==> src/toc_pkg.sv <==
package toc_pkg;

   // bus geometry
   localparam int unsigned AXI_ADDR_W = 8;
   localparam int unsigned AXI_DATA_W = 32;

   // register byte addresses
   localparam logic [7:0] ADDR_CONFIG = 8'h00;
   localparam logic [7:0] ADDR_STATUS = 8'h04;

   // axi responses
   localparam logic [1:0] RESP_OKAY   = 2'h0;
   localparam logic [1:0] RESP_SLVERR = 2'h2;

   // configuration register layout
   localparam int unsigned CFG_W       = 8;
   localparam int unsigned LIMIT_HI    = 7;
   localparam int unsigned LIMIT_LO    = 6;
   localparam int unsigned PRE_HI      = 5;
   localparam int unsigned PRE_LO      = 3;
   localparam int unsigned POST_HI     = 2;
   localparam int unsigned POST_LO     = 0;
   localparam logic [1:0] LIMIT_RESET = 2'h0;
   localparam logic [2:0] PRE_RESET   = 3'h1;
   localparam logic [2:0] POST_RESET  = 3'h3;

   // offset limit codes
   localparam logic [1:0] LIMIT_TIGHT    = 2'h0;   // below 0.2 percent
   localparam logic [1:0] LIMIT_MEDIUM   = 2'h1;   // below 2 percent
   localparam logic [1:0] LIMIT_RESERVED = 2'h2;
   localparam logic [1:0] LIMIT_WIDE     = 2'h3;   // below 12 percent

   // block length codes: window is 8 symbols shifted left by the code
   localparam logic [2:0] BLOCK_CODE_MAX = 3'h5;   // 256 symbols

   // scale numerators (proportional over 16, integral over 32)
   localparam logic [3:0] SCALE_NUM_0    = 4'h8;
   localparam logic [3:0] SCALE_NUM_1    = 4'h6;
   localparam logic [3:0] SCALE_NUM_2    = 4'h2;
   localparam logic [3:0] SCALE_NUM_3    = 4'h1;
   localparam logic [3:0] SCALE_NUM_SYNC = 4'h1;   // 1/16 after sync for code 1xx

   // status register layout
   localparam int unsigned ST_POST_SYNC  = 0;
   localparam int unsigned ST_PROP_MODE  = 1;
   localparam int unsigned ST_BLOCK_LO   = 2;
   localparam int unsigned ST_PROP_LO    = 8;
   localparam int unsigned ST_INT_LO     = 12;
   localparam int unsigned ST_RESERVED   = 16;
   localparam int unsigned ST_GATE_MISS  = 17;

   // applied timing recovery setting handed to the datapath
   typedef struct packed {
      logic       post_sync;      // sync word seen in this reception
      logic       prop_mode;      // symbol-by-symbol proportional loop active
      logic [2:0] block_code;     // block length code, window = 8 << code
      logic [3:0] prop_num;       // proportional scale numerator over 16
      logic [3:0] int_num;        // integral scale numerator over 32
      logic       cfg_reserved;   // a reserved code is in use by the current setting
   } toc_setting_t;

   // scale code to numerator, shared by proportional and integral paths
   function automatic logic [3:0] scale_num(input logic [1:0] code);
      logic [3:0] num;
      num = SCALE_NUM_0;
      case (code)
         2'h0:    num = SCALE_NUM_0;
         2'h1:    num = SCALE_NUM_1;
         2'h2:    num = SCALE_NUM_2;
         default: num = SCALE_NUM_3;
      endcase
      return num;
   endfunction

endpackage

==> src/toc_config_regs.sv <==
// The AXI4-Lite interface to the registers and the address map were decided locally.
`timescale 1ns/1ps

// Function
// - offset limit field, bits 7:6, reset zero
// - pre-sync block length, 8 to 256 symbols
// - nonzero limit: pre field gives proportional factor
// - pre field 1xx: 1/16 after sync
// - post-sync block length field, reset 011
// - post codes 001..101 give 16..256 symbols
// - nonzero limit: post field gives integral factor
module toc_config_regs #(
   parameter int unsigned ADDR_W = toc_pkg::AXI_ADDR_W
) (
   // clock and reset
   input  wire logic                  sys_clk_in,
   input  wire logic                  rst_in,
   // axi4-lite write address
   input  wire logic [ADDR_W-1:0]     s_axi_awaddr_in,
   input  wire logic                  s_axi_awvalid_in,
   output logic                       s_axi_awready_out,
   // axi4-lite write data
   input  wire logic [31:0]           s_axi_wdata_in,
   input  wire logic [3:0]            s_axi_wstrb_in,
   input  wire logic                  s_axi_wvalid_in,
   output logic                       s_axi_wready_out,
   // axi4-lite write response
   output logic [1:0]                 s_axi_bresp_out,
   output logic                       s_axi_bvalid_out,
   input  wire logic                  s_axi_bready_in,
   // axi4-lite read address
   input  wire logic [ADDR_W-1:0]     s_axi_araddr_in,
   input  wire logic                  s_axi_arvalid_in,
   output logic                       s_axi_arready_out,
   // axi4-lite read data
   output logic [31:0]                s_axi_rdata_out,
   output logic [1:0]                 s_axi_rresp_out,
   output logic                       s_axi_rvalid_out,
   input  wire logic                  s_axi_rready_in,
   // demodulator events and neighbour state
   input  wire logic                  sync_event_in,
   input  wire logic                  rx_start_in,
   input  wire logic                  carrier_sense_gate_in,
   // applied timing recovery setting
   output toc_pkg::toc_setting_t      setting_out,
   output logic [1:0]                 symbol_rate_offset_limit_out
);

   if (ADDR_W < 3 || ADDR_W > toc_pkg::AXI_ADDR_W) begin : g_bad_addr_w
      $error("toc_config_regs: ADDR_W must lie between 3 and 8");
   end

   ////////////////////////////////////////////////////////////////////////////
   // declarations

   logic [7:0]            timing_offset_correction_config_r;
   logic                  post_sync_r;
   logic                  aw_held_r;
   logic [ADDR_W-1:0]     aw_addr_r;
   logic                  w_held_r;
   logic [31:0]           w_data_r;
   logic [3:0]            w_strb_r;
   logic                  do_write;
   logic                  ar_take;
   logic [7:0]            wr_addr;
   logic [7:0]            rd_addr;
   logic [31:0]           status_word;

   assign wr_addr  = 8'(aw_addr_r);
   assign rd_addr  = 8'(s_axi_araddr_in);
   assign do_write = aw_held_r && w_held_r && !s_axi_bvalid_out;
   assign ar_take  = s_axi_arvalid_in && s_axi_arready_out;

   ////////////////////////////////////////////////////////////////////////////
   // write address and data are caught independently, in either order

   always_ff @(posedge sys_clk_in or posedge rst_in) begin
      if (rst_in) begin
         aw_held_r         <= 1'b0;
         aw_addr_r         <= '0;
         s_axi_awready_out <= 1'b0;
      end else begin
         if (s_axi_awvalid_in && s_axi_awready_out) begin
            aw_held_r <= 1'b1;
            aw_addr_r <= s_axi_awaddr_in;
         end else if (do_write) begin
            aw_held_r <= 1'b0;
         end
         // ready only while the slot is empty, so one write at a time
         s_axi_awready_out <= !aw_held_r && !s_axi_awready_out &&
                              !(s_axi_awvalid_in && s_axi_awready_out);
      end
   end

   always_ff @(posedge sys_clk_in or posedge rst_in) begin
      if (rst_in) begin
         w_held_r         <= 1'b0;
         w_data_r         <= '0;
         w_strb_r         <= '0;
         s_axi_wready_out <= 1'b0;
      end else begin
         if (s_axi_wvalid_in && s_axi_wready_out) begin
            w_held_r <= 1'b1;
            w_data_r <= s_axi_wdata_in;
            w_strb_r <= s_axi_wstrb_in;
         end else if (do_write) begin
            w_held_r <= 1'b0;
         end
         s_axi_wready_out <= !w_held_r && !s_axi_wready_out &&
                             !(s_axi_wvalid_in && s_axi_wready_out);
      end
   end

   // response follows both halves; unmapped or read-only targets get slverr
   always_ff @(posedge sys_clk_in or posedge rst_in) begin
      if (rst_in) begin
         s_axi_bvalid_out <= 1'b0;
         s_axi_bresp_out  <= toc_pkg::RESP_OKAY;
      end else begin
         if (do_write) begin
            s_axi_bvalid_out <= 1'b1;
            s_axi_bresp_out  <= (wr_addr == toc_pkg::ADDR_CONFIG) ?
                                toc_pkg::RESP_OKAY : toc_pkg::RESP_SLVERR;
         end else if (s_axi_bvalid_out && s_axi_bready_in) begin
            s_axi_bvalid_out <= 1'b0;
         end
      end
   end

   ////////////////////////////////////////////////////////////////////////////
   // configuration register, only byte lane 0 carries it

   always_ff @(posedge sys_clk_in or posedge rst_in) begin
      if (rst_in) begin
         timing_offset_correction_config_r <= {toc_pkg::LIMIT_RESET,
                                               toc_pkg::PRE_RESET,
                                               toc_pkg::POST_RESET};
      end else if (do_write && wr_addr == toc_pkg::ADDR_CONFIG && w_strb_r[0]) begin
         timing_offset_correction_config_r <= w_data_r[toc_pkg::CFG_W-1:0];
      end
   end

   ////////////////////////////////////////////////////////////////////////////
   // sync state: a sync event in the same cycle as a new reception wins,
   // so a sync found right at the boundary is never dropped

   always_ff @(posedge sys_clk_in or posedge rst_in) begin
      if (rst_in) begin
         post_sync_r <= 1'b0;
      end else if (sync_event_in) begin
         post_sync_r <= 1'b1;
      end else if (rx_start_in) begin
         post_sync_r <= 1'b0;
      end
   end

   ////////////////////////////////////////////////////////////////////////////
   // setting selection; adds one register stage after the sync state

   toc_setting_sel u_sel (
      .sys_clk_in   (sys_clk_in),
      .rst_in       (rst_in),
      .config_in    (timing_offset_correction_config_r),
      .post_sync_in (post_sync_r),
      .setting_out  (setting_out)
   );

   // the limit also tells the preamble detector how much preamble to expect
   always_ff @(posedge sys_clk_in or posedge rst_in) begin
      if (rst_in) begin
         symbol_rate_offset_limit_out <= toc_pkg::LIMIT_RESET;
      end else begin
         symbol_rate_offset_limit_out <=
            timing_offset_correction_config_r[toc_pkg::LIMIT_HI:toc_pkg::LIMIT_LO];
      end
   end

   ////////////////////////////////////////////////////////////////////////////
   // status word shows the setting in force and configuration hazards

   always_comb begin
      status_word                              = '0;
      status_word[toc_pkg::ST_POST_SYNC]       = setting_out.post_sync;
      status_word[toc_pkg::ST_PROP_MODE]       = setting_out.prop_mode;
      status_word[toc_pkg::ST_BLOCK_LO +: 3]   = setting_out.block_code;
      status_word[toc_pkg::ST_PROP_LO +: 4]    = setting_out.prop_num;
      status_word[toc_pkg::ST_INT_LO +: 4]     = setting_out.int_num;
      status_word[toc_pkg::ST_RESERVED]        = setting_out.cfg_reserved;
      // widest limit without carrier sense gating is a software slip
      status_word[toc_pkg::ST_GATE_MISS]       =
         (symbol_rate_offset_limit_out == toc_pkg::LIMIT_WIDE) &&
         !carrier_sense_gate_in;
   end

   ////////////////////////////////////////////////////////////////////////////
   // read channel: one read at a time, data registered with the valid

   always_ff @(posedge sys_clk_in or posedge rst_in) begin
      if (rst_in) begin
         s_axi_arready_out <= 1'b0;
      end else begin
         s_axi_arready_out <= !s_axi_rvalid_out && !s_axi_arready_out && !ar_take;
      end
   end

   always_ff @(posedge sys_clk_in or posedge rst_in) begin
      if (rst_in) begin
         s_axi_rvalid_out <= 1'b0;
         s_axi_rdata_out  <= '0;
         s_axi_rresp_out  <= toc_pkg::RESP_OKAY;
      end else begin
         if (ar_take) begin
            s_axi_rvalid_out <= 1'b1;
            case (rd_addr)
               toc_pkg::ADDR_CONFIG: begin
                  s_axi_rdata_out <= {24'h00_0000, timing_offset_correction_config_r};
                  s_axi_rresp_out <= toc_pkg::RESP_OKAY;
               end
               toc_pkg::ADDR_STATUS: begin
                  s_axi_rdata_out <= status_word;
                  s_axi_rresp_out <= toc_pkg::RESP_OKAY;
               end
               default: begin
                  s_axi_rdata_out <= '0;
                  s_axi_rresp_out <= toc_pkg::RESP_SLVERR;
               end
            endcase
         end else if (s_axi_rvalid_out && s_axi_rready_in) begin
            s_axi_rvalid_out <= 1'b0;
         end
      end
   end

endmodule

==> src/toc_setting_sel.sv <==
`timescale 1ns/1ps

// picks the setting in force from the register and the sync state
module toc_setting_sel (
   // clock and reset
   input  wire logic                  sys_clk_in,
   input  wire logic                  rst_in,
   // configuration and state
   input  wire logic [7:0]            config_in,
   input  wire logic                  post_sync_in,
   // applied setting
   output toc_pkg::toc_setting_t      setting_out
);

   logic [1:0]            limit;
   logic [2:0]            pre_code;
   logic [2:0]            post_code;
   toc_pkg::toc_setting_t setting_nxt;

   assign limit     = config_in[toc_pkg::LIMIT_HI:toc_pkg::LIMIT_LO];
   assign pre_code  = config_in[toc_pkg::PRE_HI:toc_pkg::PRE_LO];
   assign post_code = config_in[toc_pkg::POST_HI:toc_pkg::POST_LO];

   ////////////////////////////////////////////////////////////////////////////
   // decode: block mode when the limit is zero, proportional loop otherwise
   always_comb begin
      setting_nxt              = '0;
      setting_nxt.post_sync    = post_sync_in;
      setting_nxt.prop_mode    = (limit != toc_pkg::LIMIT_TIGHT);
      setting_nxt.cfg_reserved = (limit == toc_pkg::LIMIT_RESERVED);
      if (limit == toc_pkg::LIMIT_TIGHT) begin
         // reserved lengths fall back to the longest window
         if (!post_sync_in) begin
            setting_nxt.block_code = (pre_code > toc_pkg::BLOCK_CODE_MAX) ?
                                     toc_pkg::BLOCK_CODE_MAX : pre_code;
            setting_nxt.cfg_reserved = (pre_code > toc_pkg::BLOCK_CODE_MAX);
         end else begin
            setting_nxt.block_code = (post_code > toc_pkg::BLOCK_CODE_MAX) ?
                                     toc_pkg::BLOCK_CODE_MAX : post_code;
            setting_nxt.cfg_reserved = (post_code > toc_pkg::BLOCK_CODE_MAX);
         end
      end else begin
         // pre-sync field names the proportional factor
         if (!pre_code[2]) begin
            setting_nxt.prop_num = toc_pkg::scale_num(pre_code[1:0]);
         end else if (post_sync_in) begin
            setting_nxt.prop_num = toc_pkg::SCALE_NUM_SYNC;
         end else begin
            setting_nxt.prop_num = toc_pkg::SCALE_NUM_0;  // fast pull-in before sync
         end
         // post-sync field names the integral factor; 1xx is undefined
         setting_nxt.int_num = toc_pkg::scale_num(post_code[2] ? 2'h3 : post_code[1:0]);
         if (post_code[2]) begin
            setting_nxt.cfg_reserved = 1'b1;
         end
      end
   end

   // registered so the datapath sees a glitch-free setting
   always_ff @(posedge sys_clk_in or posedge rst_in) begin
      if (rst_in) begin
         setting_out <= '0;
      end else begin
         setting_out <= setting_nxt;
      end
   end

endmodule

==> config.mk <==
export PLATFORM = sky130hd
export DESIGN_NAME = toc_config_regs
export DESIGN_NICKNAME = d
export VERILOG_FILES = /design/src/toc_pkg.sv /design/src/toc_config_regs.sv /design/src/toc_setting_sel.sv
export SDC_FILE = /design/constraint.sdc
export NUM_CORES = 1
export LEC_CHECK = 0
export ABC_CLOCK_PERIOD_IN_PS = 3700
export BUFFER_PORTS_ARGS = -buffer_cell sky130_fd_sc_hd__buf_2
export CELL_PAD_IN_SITES_DETAIL_PLACEMENT = 0
export CELL_PAD_IN_SITES_GLOBAL_PLACEMENT = 1
export CORE_UTILIZATION = 40
export CTS_CLUSTER_SIZE = 20
export DETAILED_ROUTE_END_ITERATION = 10
export PLACE_DENSITY_LB_ADDON = 0.1
export RECOVER_POWER = 50
export SYNTH_ARGS = -nofsm -noshare
export SYNTH_HDL_FRONTEND = slang
export SYNTH_SLANG_ARGS = --single-unit
==> constraint.sdc <==
create_clock -name sys_clk_in -period 3.7 [get_ports sys_clk_in]
set_input_delay 0.185 -clock sys_clk_in [delete_from_list [all_inputs] [get_ports sys_clk_in]]
set_output_delay 0.185 -clock sys_clk_in [all_outputs]
set_load 0.1 [all_outputs]
* Word level (Yosys, flattened, before mapping) *
Index checks and enable logic that the tools add are counted.

storage, ports and cells
  word-level logic and storage cells = 95
  bits of input ports = 62
  output and inout bits = 57
  bits in writable memories = 0
  memory bits (read-only) = 0
  latch bits = 0
  memories kept = 0
  bits in registers = 85

operators by class
  equal/unequal tests = 7
  bitwise logic cells = 0
  mux-type cells = 25
  div/mod/pow operators = 0
  reductions and logical operators = 39
  magnitude comparators = 2
  shift-type cells = 0
  $add $sub $neg = 0
  $mul = 0

operators with widths
  cell                  number
  $pmux W18 S2          1
  $pmux W4 S3           2
  $logic_and A1 B1 Y1   16
  $logic_not A8 Y1      2
  $mux W1               12
  $mux W3               4
  $reduce_bool A2 Y1    6
  $logic_not A1 Y1      11
  $eq A2 B2 Y1 const B  4
  $eq A8 B3 Y1 const B  1
  $mux W4               2
  $mux W8               1
  $gt A3 B3 Y1 const B  2
  $logic_not A2 Y1      3
  $mux W2               3
  $eq A2 B1 Y1 const B  2
  $reduce_or A2 Y1      1

* Logic depth before layout (Yosys ltp) *
  depth in word-level cells = 4
  mapped depth = 5
  gate-level depth less buffers = 4

* Modules after synthesis *
A second synthesis with hierarchy kept.

unflattened totals
  cell total of the unflattened synthesis = 241
  area, all modules = 2952.8 sq um

modules (own cells, without submodules)
  module           cells an instance  area an instance (sq um)  times used  sequential area each (sq um)
  toc_config_regs  187                2309.7                    1           1380.1
  toc_setting_sel  54                 643.1                     1           350.3

* Worst setup path after synthesis *
Ideal clock, no wire load.

  kind = register to register
  start = register s_axi_bvalid_out
  end = register timing_offset_correction_config_r[2]
  path buffers = 0
  setup slack = 1.857 ns
  clock period less this slack = 1.843 ns
  required time = 3.575 ns
  arrival time = 1.718 ns
  cell stages (with the launch flop) = 4
  library setup time = 0.125 ns
  cell sequence = dfrtp_1 -> and4b_1 -> nand3_4 -> mux2_2

on the way
  cells in the longest elaborated chain, start to end = 4

ends and longest elaborated chain
  what                              line                    RTL
  from (decl)                       toc_config_regs.sv:29   output logic s_axi_bvalid_out,
  from (signal assigned)            toc_config_regs.sv:117  s_axi_bvalid_out <= 1'b0;
  from (signal assigned)            toc_config_regs.sv:121  s_axi_bvalid_out <= 1'b1;
  from (signal assigned)            toc_config_regs.sv:125  s_axi_bvalid_out <= 1'b0;
  $logic_not A1 Y1                  toc_config_regs.sv:71   assign do_write = aw_held_r && w_held_r && !s_axi_bvalid_out;
  $logic_and A1 B1 Y1               toc_config_regs.sv:71
  $logic_and A1 B1 Y1 (2 in a row)  toc_config_regs.sv:138  end else if (do_write && wr_addr == toc_pkg::ADDR_CONFIG && w_strb_r[0]) begin
  to (signal assigned)              toc_config_regs.sv:135  timing_offset_correction_config_r <= {toc_pkg::LIMIT_RESET,
  to (signal assigned)              toc_config_regs.sv:139  timing_offset_correction_config_r <= w_data_r[toc_pkg::CFG_W-1:0];
  to (decl)                         toc_config_regs.sv:56   logic [7:0] timing_offset_correction_config_r;

No other way between the ends.
A chain may end at the register's enable or synchronous reset.

* Final worst setup path *
  start = register s_axi_arready_out
  end = register s_axi_rdata_out[14]

on the way
  cells in the longest elaborated chain, start to end = 1

ends and longest elaborated chain
  what                    line                    RTL
  from (decl)             toc_config_regs.sv:34   output logic s_axi_arready_out,
  from (signal assigned)  toc_config_regs.sv:202  s_axi_arready_out <= !s_axi_rvalid_out && !s_axi_arready_out && !ar_take;
  $logic_and A1 B1 Y1     toc_config_regs.sv:72   assign ar_take = s_axi_arvalid_in && s_axi_arready_out;
  to (signal assigned)    toc_config_regs.sv:216  s_axi_rdata_out <= {24'h00_0000, timing_offset_correction_config_r};
  to (signal assigned)    toc_config_regs.sv:220  s_axi_rdata_out <= status_word;
  to (decl)               toc_config_regs.sv:36   output logic [31:0] s_axi_rdata_out,

No other way between the ends.

==> impl_results.md <==
* Setup crit start kind: flip-flop
* Post-synth top area share at 57.37%
* Pin count of the biggest net entering global routing at 39
* Synth area leader: dfrtp_1
* Slowest-stage cell, CP: and3b_1
* Drt first pass iters at 4
* Mapped Area at 2879 um2
* Fin area at 3431 um2
* Critical path class: reg -> reg
* Detail Route Antenna Nets at 0
* Placeable core region at 6869 um2
* Worst-margin pin slew at 1200 ps
* Slowest stage delay, CP at 690 ps
* Port bufs at 75
* Leakage at 1.679 nW
* Dpl cells at 385
* Post-synthesis sequential area ratio at 60.10%
* Post-cts sizing count at 0
* Outcome: finished, final reports clean
* Worst path cell trace: nand2_1, and3b_1, a32o_1
* GRT Total Usage at 16.20%
* Total gr overflow at 0
* Seq cells post-synth at 69
* Endpoints failing hold at 0
* Die width at 86.84 um
* Count of different cell masters after synthesis at 36
* Longest Clk Path Bufs at 2
* Area after DPL at 3289 um2
* Initial core utilization at 41.91%
* Synth Instances at 220
* Final setup vio count at 0
* EDFF count, synth at 0
* Max H-tree Level at 3
* Clock Pin Slew Worst Setup and Hold Paths at 70 ps
* Fraction of registers with async set/reset at 100.0%
* Routed wire length at 5.400 mm
* CTS tree: yes
* Die ar. at 7541 um2
* Slew Limit Fails at 0
* Share of post-route cells with drive strength above 1 at 32.03%
* Routability congestion estimate at 0.8098
* Final Non-Filler Cells at 402
* First-pass GRT wire length at 9.032 mm
* Synth-to-layout area growth at 19.17%
* Via density at 4.639
* Clk root buf: clkbuf_8
* Crit. End Element: flip-flop
* Final Net Count at 369
* Iter 0 DRT Violations at 130
* Synthesized area per cell at 13.09 um2
* Via count at 1,865
* Later-pin clock latency in the skew report at 330 ps
* Total number of yosys warnings at 0
* Peak VDD IR at 0.5257 mV
* Worst Hold Class: in -> reg
* FP Rows at 30
* Period utilization at 49.55%
* Pwr dens at 684.9 nW/um2
* Fin crit period at 1833 ps
* Synth top area cells: dfrtp_1 (57%), mux2_2 (9.4%), buf_4 (4.4%)
* Die Ht at 86.84 um
* CP required at 3970 ps
* Antenna diode count at 0
* IO Count at 119
* Crit path max fanout at 20
* Clock Sink Count at 69
* Final Util at 49.95%
* Fin Setup TNS at 0 ps
* Worst clock skew at 8.398 ps
* Vias in the first global route at 1,825
* DP HPWL at 3.800 mm
* Max-cap violations at 0
* DRC at 0
* Critical Path AT at 2100 ps
* Slew HR at 20.37%
* RSZ-0062 raised after global routing: false
* Wirelength per Cell at 13.43 um
* Max Fclk at 545.5 MHz
* Top FF cell, synth: dfrtp_1
* TritonCTS Buffers at 9
* Initial antenna violation count at 0
-- where the power goes --
part / total [mW] / switching, mW / internal [mW]
logic: 0.764 / 0.570 / 0.194
registers: 1.04 / 0.120 / 0.919
clock network: 0.546 / 0.269 / 0.277
total: 2.35 / 0.960 / 1.39
-- through the flow --
step / power (mW) / setup WS (ps) / hold WS [ps]
after CTS: 2.402 / 1845 / 12.28
after global routing: 2.481 / 1582 / 25.05
after floorplan: 1.714 / 1780 / 277.3
final: 2.350 / 1867 / 26.01
after global placement: 1.835 / 1876 / 324.9
after detailed placement: 1.848 / 1873 / 322.0
-- layout make-up --
cell class	instances	area [um2]
timing repair buffer	77	361.6
inverter	13	48.80
fill	679	3438
clock inverter	4	22.52
tap	96	120.1
clock buffer	12	155.1
sequential	69	1730
multi-input combinational	131	992.2
-- critical path, delay by kind of cell, from the launching register on --
kind               cells  cell delay (ps)
DFF                    1              400
AOI/OAI and AO/OA      1              240
and+or+nand+nor        2             1120
-- flip-flops by register name (all words and copies together) (netlist names) --
register                           cells
timing_offset_correction_config_r      8
post_sync_r                            1
s_axi_arready_out                      1
s_axi_bvalid_out                       1
w_held_r                               1
s_axi_rresp_out                        1
s_axi_rdata_out                       18
s_axi_rvalid_out                       1
s_axi_wready_out                       1
aw_held_r                              1
u_sel.setting_out                     14
w_data_r                               8
aw_addr_r                              8
s_axi_awready_out                      1
symbol_rate_offset_limit_out           2
w_strb_r                               1
s_axi_bresp_out                        1
-- worst paths after layout --
check | startpoint | endpoint | slack (ps) | cells after the start
max | s_axi_arready_out | s_axi_rdata_out[14] | 1870 | 3
min | sync_event_in | post_sync_r | 30 | 2
max reg2reg | s_axi_arready_out | s_axi_rdata_out[14] | 1870 | 3
min reg2reg | s_axi_awready_out | s_axi_awready_out | 440 | 1
max in group asynchronous | rst_in | u_sel.setting_out[8] | 1900 | 4
min in group asynchronous | rst_in | w_data_r[4] | 690 | 3
-- placed cells by master (no fill, tap or decap), types with 2 or more instances in the layout --
| cell type | count |
|---|---|
| a21o_1 | 2 |
| a21oi_1 | 7 |
| a32o_1 | 12 |
| and2_1 | 4 |
| buf_2 | 50 |
| clkbuf_1 | 26 |
| clkbuf_8 | 11 |
| clkinv_2 | 3 |
| conb_1 | 16 |
| dfrtp_1 | 66 |
| dfstp_2 | 2 |
| ha_1 | 6 |
| inv_1 | 13 |
| mux2_2 | 24 |
| mux2i_1 | 6 |
| nand2_1 | 11 |
| nand2b_1 | 2 |
| nor2_1 | 8 |
| nor2b_1 | 2 |
| nor3_1 | 3 |
| nor3b_1 | 2 |
| o21ai_0 | 10 |
| or2_2 | 2 |
-- logic make-up after synthesis --
group                    count (synthesis)  share of synthesized area [%]
flip-flops                              69                          60.10
buffers and inverters                   35                          6.867
AND/OR/NAND/NOR                         43                          9.648
other                                    1                         0.1303
adder cells (fa/ha/maj)                  6                          2.607
multiplexers                            31                          11.99
AO/OA/AOI/OAI                           35                          8.649
-- layer usage --
layer	vias to the layer above	track usage, %	wire length [um]
met4	0	9.091	87
met3	6	4.571	295
li1	899	-	-
met5	-	0	0
met2	65	23.55	2483
met1	895	21.80	2534
-- timing repair --
item                                   4_1_cts  5_1_grt
setup buffers                                0        0
hold buffers                                 1        0
endpoints found under the hold margin       28        0
-- synth_stat cells, types with 3 or more instances --
cell type,n
a21oi_1,7
a32o_1,12
and2_1,4
buf_4,17
dfrtp_1,66
dfstp_2,3
ha_1,6
inv_1,13
mux2_2,24
mux2i_1,6
nand2_1,11
nor2_1,8
nor3_1,3
o21ai_0,10
Note: power is estimated with default switching activity, not from simulation.
